**config.mk**
```make
export PLATFORM = sky130hd
export DESIGN_NAME = sdram_command_pins
export DESIGN_NICKNAME = d
export VERILOG_FILES = /design/src/rtl/pin_sync.v /design/src/rtl/bank_decode.v /design/src/rtl/sdram_command_pins.v
export VERILOG_INCLUDE_DIRS = /design/src /design/src/rtl
export SDC_FILE = /design/constraint.sdc
export NUM_CORES = 1
export LEC_CHECK = 0
export BUFFER_PORTS_ARGS = -buffer_cell sky130_fd_sc_hd__buf_2
export CAP_MARGIN = 20
export CORE_MARGIN = 2
export CORE_UTILIZATION = 30
export CTS_BUF_LIST = sky130_fd_sc_hd__clkbuf_4 sky130_fd_sc_hd__clkbuf_8
export DETAILED_ROUTE_END_ITERATION = 12
export MAX_ROUTING_LAYER = met4
export SETUP_SLACK_MARGIN = 0.1
export SYNTH_ARGS = -nofsm -noshare
export SYNTH_HDL_FRONTEND = slang
export SYNTH_SLANG_ARGS = --single-unit
```
**constraint.sdc**
```tcl
create_clock -name ref_clk -period 2.2 [get_ports ref_clk]
set_input_delay 0.44 -clock ref_clk [delete_from_list [all_inputs] [get_ports ref_clk]]
set_output_delay 0.44 -clock ref_clk [all_outputs]
set_load 0.01 [all_outputs]
```
**src/rtl/sdram_pin_regs.vh**
```
/*
 contents: constants for the sdram command pin block (region decode, command codes, timing).
 assumes: included by bare name from the rtl files.
*/
`ifndef SDRAM_PIN_REGS_VH
`define SDRAM_PIN_REGS_VH

// sdram region: address bits 31:30
`define REGION_HI 31
`define REGION_LO 30
`define REGION_SDRAM 2'h1
// bank select field: address bits 29:28
`define BANK_HI 29
`define BANK_LO 28

// request command codes
`define CMD_READ 3'h0
`define CMD_WRITE 3'h1
`define CMD_ACTIVE 3'h2
`define CMD_PRECHARGE 3'h3
`define CMD_REFRESH 3'h4
`define CMD_MODE 3'h5
`define CMD_SELF_REFRESH 3'h6
`define CMD_POWER_DOWN 3'h7

// pin codes {ras, cas, we}, active low
`define PINS_NOP 3'h7
`define PINS_ACTIVE 3'h3
`define PINS_READ 3'h5
`define PINS_WRITE 3'h4
`define PINS_PRECHARGE 3'h2
`define PINS_REFRESH 3'h1
`define PINS_MODE 3'h0

// clock rate and exit time from low power
`define CLK_MHZ 25
`define LP_EXIT_NS 80
`define LP_EXIT_CYC ((`LP_EXIT_NS * `CLK_MHZ + 999) / 1000)

`endif

```
**src/rtl/pin_sync.v**
```verilog
/*
 contents: two-flop synchroniser, one bit per lane.
 assumes: asynchronous inputs, single clock.
*/
`timescale 1ns/1ps
module pin_sync #(
	parameter WIDTH = 1
) (
	// clock and reset
	input wire ref_clk,
	input wire sys_rst,
	// lanes
	input wire [WIDTH-1:0] async_in,
	output wire [WIDTH-1:0] sync_out
);
	reg [WIDTH-1:0] meta_reg;
	reg [WIDTH-1:0] sync_reg;
	genvar i;
	generate
		for (i = 0; i < WIDTH; i = i + 1) begin : lane
			// first stage feeds only the second
			always @(posedge ref_clk or posedge sys_rst) begin
				if (sys_rst) begin
					meta_reg[i] <= 1'b0;
					sync_reg[i] <= 1'b0;
				end else begin
					meta_reg[i] <= async_in[i];
					sync_reg[i] <= meta_reg[i];
				end
			end
		end
	endgenerate
	assign sync_out = sync_reg;
endmodule // pin_sync

```
**src/rtl/bank_decode.v**
```verilog
/*
 contents: region check and one-hot bank select decode of an address.
 assumes: reserved spaces are flagged by the caller.
*/
`timescale 1ns/1ps
`include "sdram_pin_regs.vh"
module bank_decode (
	// address in
	input wire [31:0] addr,
	input wire reserved,
	// decode out
	output wire in_region,
	output wire [3:0] bank_onehot
);
	function [3:0] onehot4;
		input [1:0] sel;
		begin
			onehot4 = 4'h1 << sel;
		end
	endfunction
	assign in_region = (addr[`REGION_HI:`REGION_LO] == `REGION_SDRAM) && !reserved;
	assign bank_onehot = in_region ? onehot4(addr[`BANK_HI:`BANK_LO]) : 4'h0;
endmodule // bank_decode

```
**src/rtl/sdram_command_pins.v**
```verilog
/*
 contents: pin-level sdram command driver: selects, ras/cas/we, data mask,
 separate address bit ten, clock enable, release of pins on host grant.
 assumes: an upstream sequencer presents one command per cmd_valid pulse with
 its address; host bus request arrives from a pin.
*/
// Functional notes
// - assert one decoded bank select per sdram command to region 01.
// - only the bus master drives the selects; others leave them undriven.
// - ras low in the cycle a row address is driven.
// - cas low in the cycle a column address is driven.
// - other commands encoded on ras, cas, we per sdram truth table.
// - while cas active, we low means write, high means read.
// - data mask high tristates dq; valid only while cas asserted.
// - data mask inactive on reads, used to mask writes only.
// - separate address bit ten pin lets refresh run beside other traffic.
// - clock enable controls self-refresh and power-down entry and exit.
// - on host grant clock enable held high, or low if self-refreshing.
// - on host grant enter self-refresh and release all command pins; data mask and separate address bit ten have no enable and stay driven.
`timescale 1ns/1ps
`include "sdram_pin_regs.vh"
module sdram_command_pins #(
	parameter EXIT_CYCLES = `LP_EXIT_CYC
) (
	// clock and reset
	input wire ref_clk,
	input wire sys_rst,
	// arbitration
	input wire bus_master,
	input wire host_bus_request,
	output reg host_bus_grant,
	// command request
	input wire cmd_valid,
	input wire [2:0] cmd_code,
	input wire [31:0] cmd_addr,
	input wire cmd_reserved,
	input wire cmd_mask,
	input wire lp_exit,
	output wire cmd_ready,
	// sdram pins
	output reg [3:0] memory_bank_selects_n,
	output wire [3:0] memory_bank_selects_oe,
	output reg ras_n,
	output reg cas_n,
	output reg memory_write_strobe_n,
	output wire cmd_pins_oe,
	output reg low_word_data_mask,
	output reg refresh_address_bit_ten,
	output reg memory_clock_enable,
	output wire memory_clock_enable_oe,
	output reg [12:0] mem_addr,
	output wire mem_addr_oe,
	output reg cke_pull_high,
	output reg cke_pull_low
);
	localparam ST_IDLE = 4'h1;
	localparam ST_SELF = 4'h2;
	localparam ST_DOWN = 4'h4;
	localparam ST_HOST = 4'h8;

	reg [3:0] state_reg;
	reg [3:0] state_next;
	reg [7:0] exit_cnt_reg;
	reg self_ref_reg;
	reg release_reg;
	wire hbr_sync;
	wire in_region;
	wire [3:0] bank_onehot;
	wire issue;
	reg [2:0] pins_next;

	pin_sync #(.WIDTH(1)) u_hbr_sync (
		.ref_clk(ref_clk),
		.sys_rst(sys_rst),
		.async_in(host_bus_request),
		.sync_out(hbr_sync)
	);

	bank_decode u_decode (
		.addr(cmd_addr),
		.reserved(cmd_reserved),
		.in_region(in_region),
		.bank_onehot(bank_onehot)
	);

	// commands only while idle, master, no host request pending and exit time done
	assign cmd_ready = (state_reg == ST_IDLE) && bus_master && !hbr_sync &&
		(exit_cnt_reg == 8'h00);
	assign issue = cmd_valid && cmd_ready && in_region;

	// pins float unless master and not handed to host; kept one cycle after entry
	// so the self-refresh command still reaches the memory
	assign cmd_pins_oe = bus_master && !release_reg;
	assign memory_bank_selects_oe = {4{cmd_pins_oe}};
	assign mem_addr_oe = cmd_pins_oe;
	assign memory_clock_enable_oe = cmd_pins_oe;

	always @* begin
		case (cmd_code)
		`CMD_READ: pins_next = `PINS_READ;
		`CMD_WRITE: pins_next = `PINS_WRITE;
		`CMD_ACTIVE: pins_next = `PINS_ACTIVE;
		`CMD_PRECHARGE: pins_next = `PINS_PRECHARGE;
		`CMD_REFRESH: pins_next = `PINS_REFRESH;
		`CMD_MODE: pins_next = `PINS_MODE;
		`CMD_SELF_REFRESH: pins_next = `PINS_REFRESH;
		default: pins_next = `PINS_NOP;
		endcase
	end

	always @* begin
		state_next = state_reg;
		case (state_reg)
		ST_IDLE: begin
			if (bus_master && hbr_sync)
				state_next = ST_HOST;
			else if (issue && cmd_code == `CMD_SELF_REFRESH)
				state_next = ST_SELF;
			else if (issue && cmd_code == `CMD_POWER_DOWN)
				state_next = ST_DOWN;
		end
		ST_SELF: begin
			if (bus_master && hbr_sync)
				state_next = ST_HOST;
			else if (lp_exit)
				state_next = ST_IDLE;
		end
		ST_DOWN: begin
			if (bus_master && hbr_sync)
				state_next = ST_HOST;
			else if (lp_exit)
				state_next = ST_IDLE;
		end
		ST_HOST: begin
			if (!hbr_sync)
				state_next = ST_IDLE;
		end
		default: state_next = ST_IDLE;
		endcase
	end

	always @(posedge ref_clk or posedge sys_rst) begin
		if (sys_rst) begin
			state_reg <= ST_IDLE;
			exit_cnt_reg <= 8'h00;
			self_ref_reg <= 1'b0;
			release_reg <= 1'b0;
			host_bus_grant <= 1'b0;
			memory_bank_selects_n <= 4'hF;
			ras_n <= 1'b1;
			cas_n <= 1'b1;
			memory_write_strobe_n <= 1'b1;
			low_word_data_mask <= 1'b0;
			refresh_address_bit_ten <= 1'b0;
			memory_clock_enable <= 1'b1;
			mem_addr <= 13'h0000;
			cke_pull_high <= 1'b0;
			cke_pull_low <= 1'b0;
		end else begin
			state_reg <= state_next;
			// default is nop: selects off, strobes high
			memory_bank_selects_n <= 4'hF;
			ras_n <= 1'b1;
			cas_n <= 1'b1;
			memory_write_strobe_n <= 1'b1;
			low_word_data_mask <= 1'b0;
			if (issue && cmd_code != `CMD_POWER_DOWN) begin
				memory_bank_selects_n <= ~bank_onehot;
				{ras_n, cas_n, memory_write_strobe_n} <= pins_next;
				// mask only meaningful with cas, never on reads
				low_word_data_mask <= (cmd_code == `CMD_WRITE) && cmd_mask;
				mem_addr <= cmd_addr[14:2];
				// a10: auto precharge / all banks, also driven on the shared address lines as mem_addr bit 10
				refresh_address_bit_ten <= cmd_addr[12];
			end
			// hand-over: self-refresh entry on grant, pulls pick the resting cke level
			if (state_next == ST_HOST && state_reg != ST_HOST) begin
				if (state_reg != ST_SELF && self_ref_reg == 1'b0) begin
					memory_bank_selects_n <= 4'h0;
					{ras_n, cas_n, memory_write_strobe_n} <= `PINS_REFRESH;
				end
				self_ref_reg <= 1'b1;
				memory_clock_enable <= 1'b0;
			end else if (state_next == ST_SELF || state_next == ST_DOWN) begin
				memory_clock_enable <= 1'b0;
				self_ref_reg <= (state_next == ST_SELF);
			end else if (state_next == ST_IDLE && state_reg != ST_IDLE) begin
				memory_clock_enable <= 1'b1;
				self_ref_reg <= 1'b0;
				exit_cnt_reg <= EXIT_CYCLES[7:0];
			end else if (exit_cnt_reg != 8'h00) begin
				exit_cnt_reg <= exit_cnt_reg - 8'h01;
			end
			release_reg <= (state_next == ST_HOST) && (state_reg == ST_HOST);
			host_bus_grant <= (state_next == ST_HOST) && (state_reg == ST_HOST);
			// pull-up unless self-refresh was entered, then pull-down
			cke_pull_high <= bus_master && !(self_ref_reg || state_next == ST_SELF ||
				state_next == ST_HOST);
			cke_pull_low <= bus_master && (self_ref_reg || state_next == ST_SELF ||
				state_next == ST_HOST);
		end
	end
endmodule // sdram_command_pins

```
==> impl_metrics.csv <==
group,metric,value,unit
sta,worstMarginPinSlew,505,ps
synthesis,syn_nets,236,
clock_network,clk_latency,290,ps
synthesis,synth_top_area_cell,"dfrtp_1",
sta,timing.hold.ws,257,ps
sta,layout_min_cycle_time,2010,ps
drt,drt_pass1_iterations,7,
sta,slew_headroom,66.4,%
synthesis,synthCells,191,
layout,antennaDiodeCount,0,
synthesis,syn_area_per_cell,11.0,sq um
synthesis,ys_async_sr_fraction,100,%
layout,fill_cells,673,
clock_network,h-tree-depth,2,
die,die_y,87.7,um
clock_network,cts_buffer_depth,2,
grt,track_usage,12.2,%
sta,grt_setup_unrepaired,"true",
synthesis,synth.most_common_cell,"dfrtp_1",
power,power_density,1010,nW/um^2
power,peakVddDrop,350,uV
synthesis,synthDistinctLibCells,53,
clock_network,clk_pin_slew,80,ps
layout,synthToLayoutAreaGrowth,27.1,%
synthesis,yosysWarnings,0,
grt,grt_remaining_overflow,0,
drt,ant_nets,0,
setup_path,rrSetupSlack,190,ps
synthesis,synth_edf_count,0,
layout,multiInputGateArea,955,sq um
sta,setup_viol_count_final,0,
die,io_pins,77,
synthesis,synth_seq_cells,40,
die,fp.dieW,87.7,um
setup_path,startpoint_type,"flip-flop",
setup_path,critPathCaptureType,"flip-flop",
setup_path,cp.required,2380,ps
grt,antenna_found_initial,0,
drt,avgViaCountPerCell,4.63,
drt,post-route-drc-count,0,
placed_design,dp_worst_setup_slack,117,ps
synthesis,synth_top_flop_cell,"dfrtp_1",
sta,hold_violations,0,
placed_design,dp_hpwl,3260,um
grt,grt_pass1_wl,7250,um
clock_network,cts_sinks,40,
drt,wire_per_inst,12.1,um
die,die-area,7680,sq um
synthesis,syn_area,2100,sq um
power,cellLeakagePower,1.31,nW
grt,grt_max_degree,41,
setup_path,cp_data_arrival_time,2190,ps
clock_network,clockRootBuffer,"clkbuf_8",
sta,worst_clock_skew,5.68,ps
synthesis,synth_top_area_share,36.9,%
layout,largest_register_ffs,13,
layout,seqCellArea,1010,sq um
drt,wirelength,4330,um
clock_network,cts_tree,"built",
placed_design,place_congestion,0.839,
die,start_util,30.9,%
placed_design,numPortBuffers,61,
min_path,hold_class,"input port to async pin",
drt,num_vias,1653,
run,cap_viol_max_count,0,
clock_network,cts_hold_buffers,0,
synthesis,synthTopCellsByCount,"dfrtp_1, nor2_1, nand2_1",
setup_path,path_class,"flip-flop to flip-flop",
grt,grt_pass1_vias,1553,
sta,finalCritPeriodShare,91.3,%
run_status,status,"finished clean",
sta,tns,0,ps
drt,drtIter0Drc,51,
synthesis,ys_seq_area_share,48.2,%
setup_path,crit_fanout,7,
synthesis,synth_area_leaders,"dfrtp_1, dfstp_2, mux2_2",
sta,setup_slack,191,ps
die,rows,30,
sta,drv_slew,0,
clock_network,numCtsBuffers,5,
layout,num-nets-final,305,
layout,drive_above_1_share,46.0,%
sta,max_freq,498,MHz
die,core_area,6790,sq um
==> worst max-delay path, cell delays in order (launching register included) <==
cell       delay, ps
dfstp_2          390
buf_4            150
or3b_1           380
o2bb2ai_2        220
a211o_1          150
o22ai_2           90
buf_4            170
a311o_1          340
==> kinds of logic (layout without fill, tap and decap cells) <==
family | after synthesis | in the layout | synth area share, %
buffers and inverters | 23 | 93 | 7.09
adders and majority gates | 2 | 2 | 1.19
AOI/OAI and AO/OA | 38 | 38 | 13.9
DFF | 40 | 40 | 48.2
muxes | 14 | 14 | 7.45
and+or+nand+nor | 71 | 71 | 20.9
xor gates and xnor gates | 3 | 3 | 1.25
==> final timing paths <==
check,start,to,depth (start not counted)
min in group ref_clk,host_bus_request,u_hbr_sync.meta_reg$_DFF_PP0_,1
max in group asynchronous,sys_rst,state_reg[3]$_DFF_PP0_,3
hold / removal,sys_rst,exit_cnt_reg[3]$_DFFE_PP0P_,3
setup / recovery,state_reg[0]$_DFF_PP1_,self_ref_reg$_DFFE_PP0P_,7
hold reg to reg,u_hbr_sync.meta_reg$_DFF_PP0_,u_hbr_sync.sync_out$_DFF_PP0_,0
setup reg to reg,state_reg[0]$_DFF_PP1_,self_ref_reg$_DFFE_PP0P_,7
==> layout make-up <==
cell class	instances	share of cell area [%]
inverters	8	1.13
clock buffers	6	2.86
clock inverters	2	1.31
well taps	96	4.50
multi-input cells	128	35.8
flip-flops and latches	40	38.0
repair buffers	77	16.4
==> layout by cell type, fill, tap and decap left out, types with 3 or more instances in the layout <==
master | synthesis | routed
a21oi_1 | 4 | 4
buf_4 | 10 | 15
a31oi_1 | 5 | 5
a22oi_1 | 5 | 5
nor2b_1 | 5 | 4
nand3b_1 | 3 | 3
mux2_2 | 8 | 8
dfstp_2 | 9 | 9
o2bb2ai_1 | 7 | 6
inv_1 | 8 | 8
o21ai_0 | 5 | 5
nand2b_1 | 3 | 3
nor2_1 | 16 | 15
nand2_1 | 11 | 11
buf_2 | 2 | 61
nand4_1 | 3 | 3
dfrtp_1 | 31 | 30
clkbuf_8 | 0 | 5
nor3_1 | 7 | 7
mux2_1 | 5 | 5
==> stage by stage <==
step	total power [mW]	area, sq um	utilization, %	instances
2_1_floorplan	1.79	2100	-	191
3_3_place_gp	2.06	2520	37.1	347
3_5_place_dp	2.08	2520	37.1	347
4_1_cts	2.69	2640	38.8	355
5_1_grt	2.90	2670	39.3	357
6_report	2.70	2670	39.3	357
==> layer usage <==
layer  GRT usage, %  routed length (um)
met1           15.6                2000
met2           19.4                2100
met3           2.17                 151
met4           4.62                  74
met5              -                   0
==> power by group <==
group	switching, mW	leakage (nW)	internal (mW)
Clock	0.247	0.0586	0.349
Sequential	0.131	0.509	0.920
Combinational	0.551	0.741	0.500
==> repair_timing <==
action	4_1_cts	5_1_grt
pin swaps	0	1
endpoints found under the setup margin	2	3
setup buffers	0	2
resized for setup	2	4
Power figures use the tool's default switching activity.
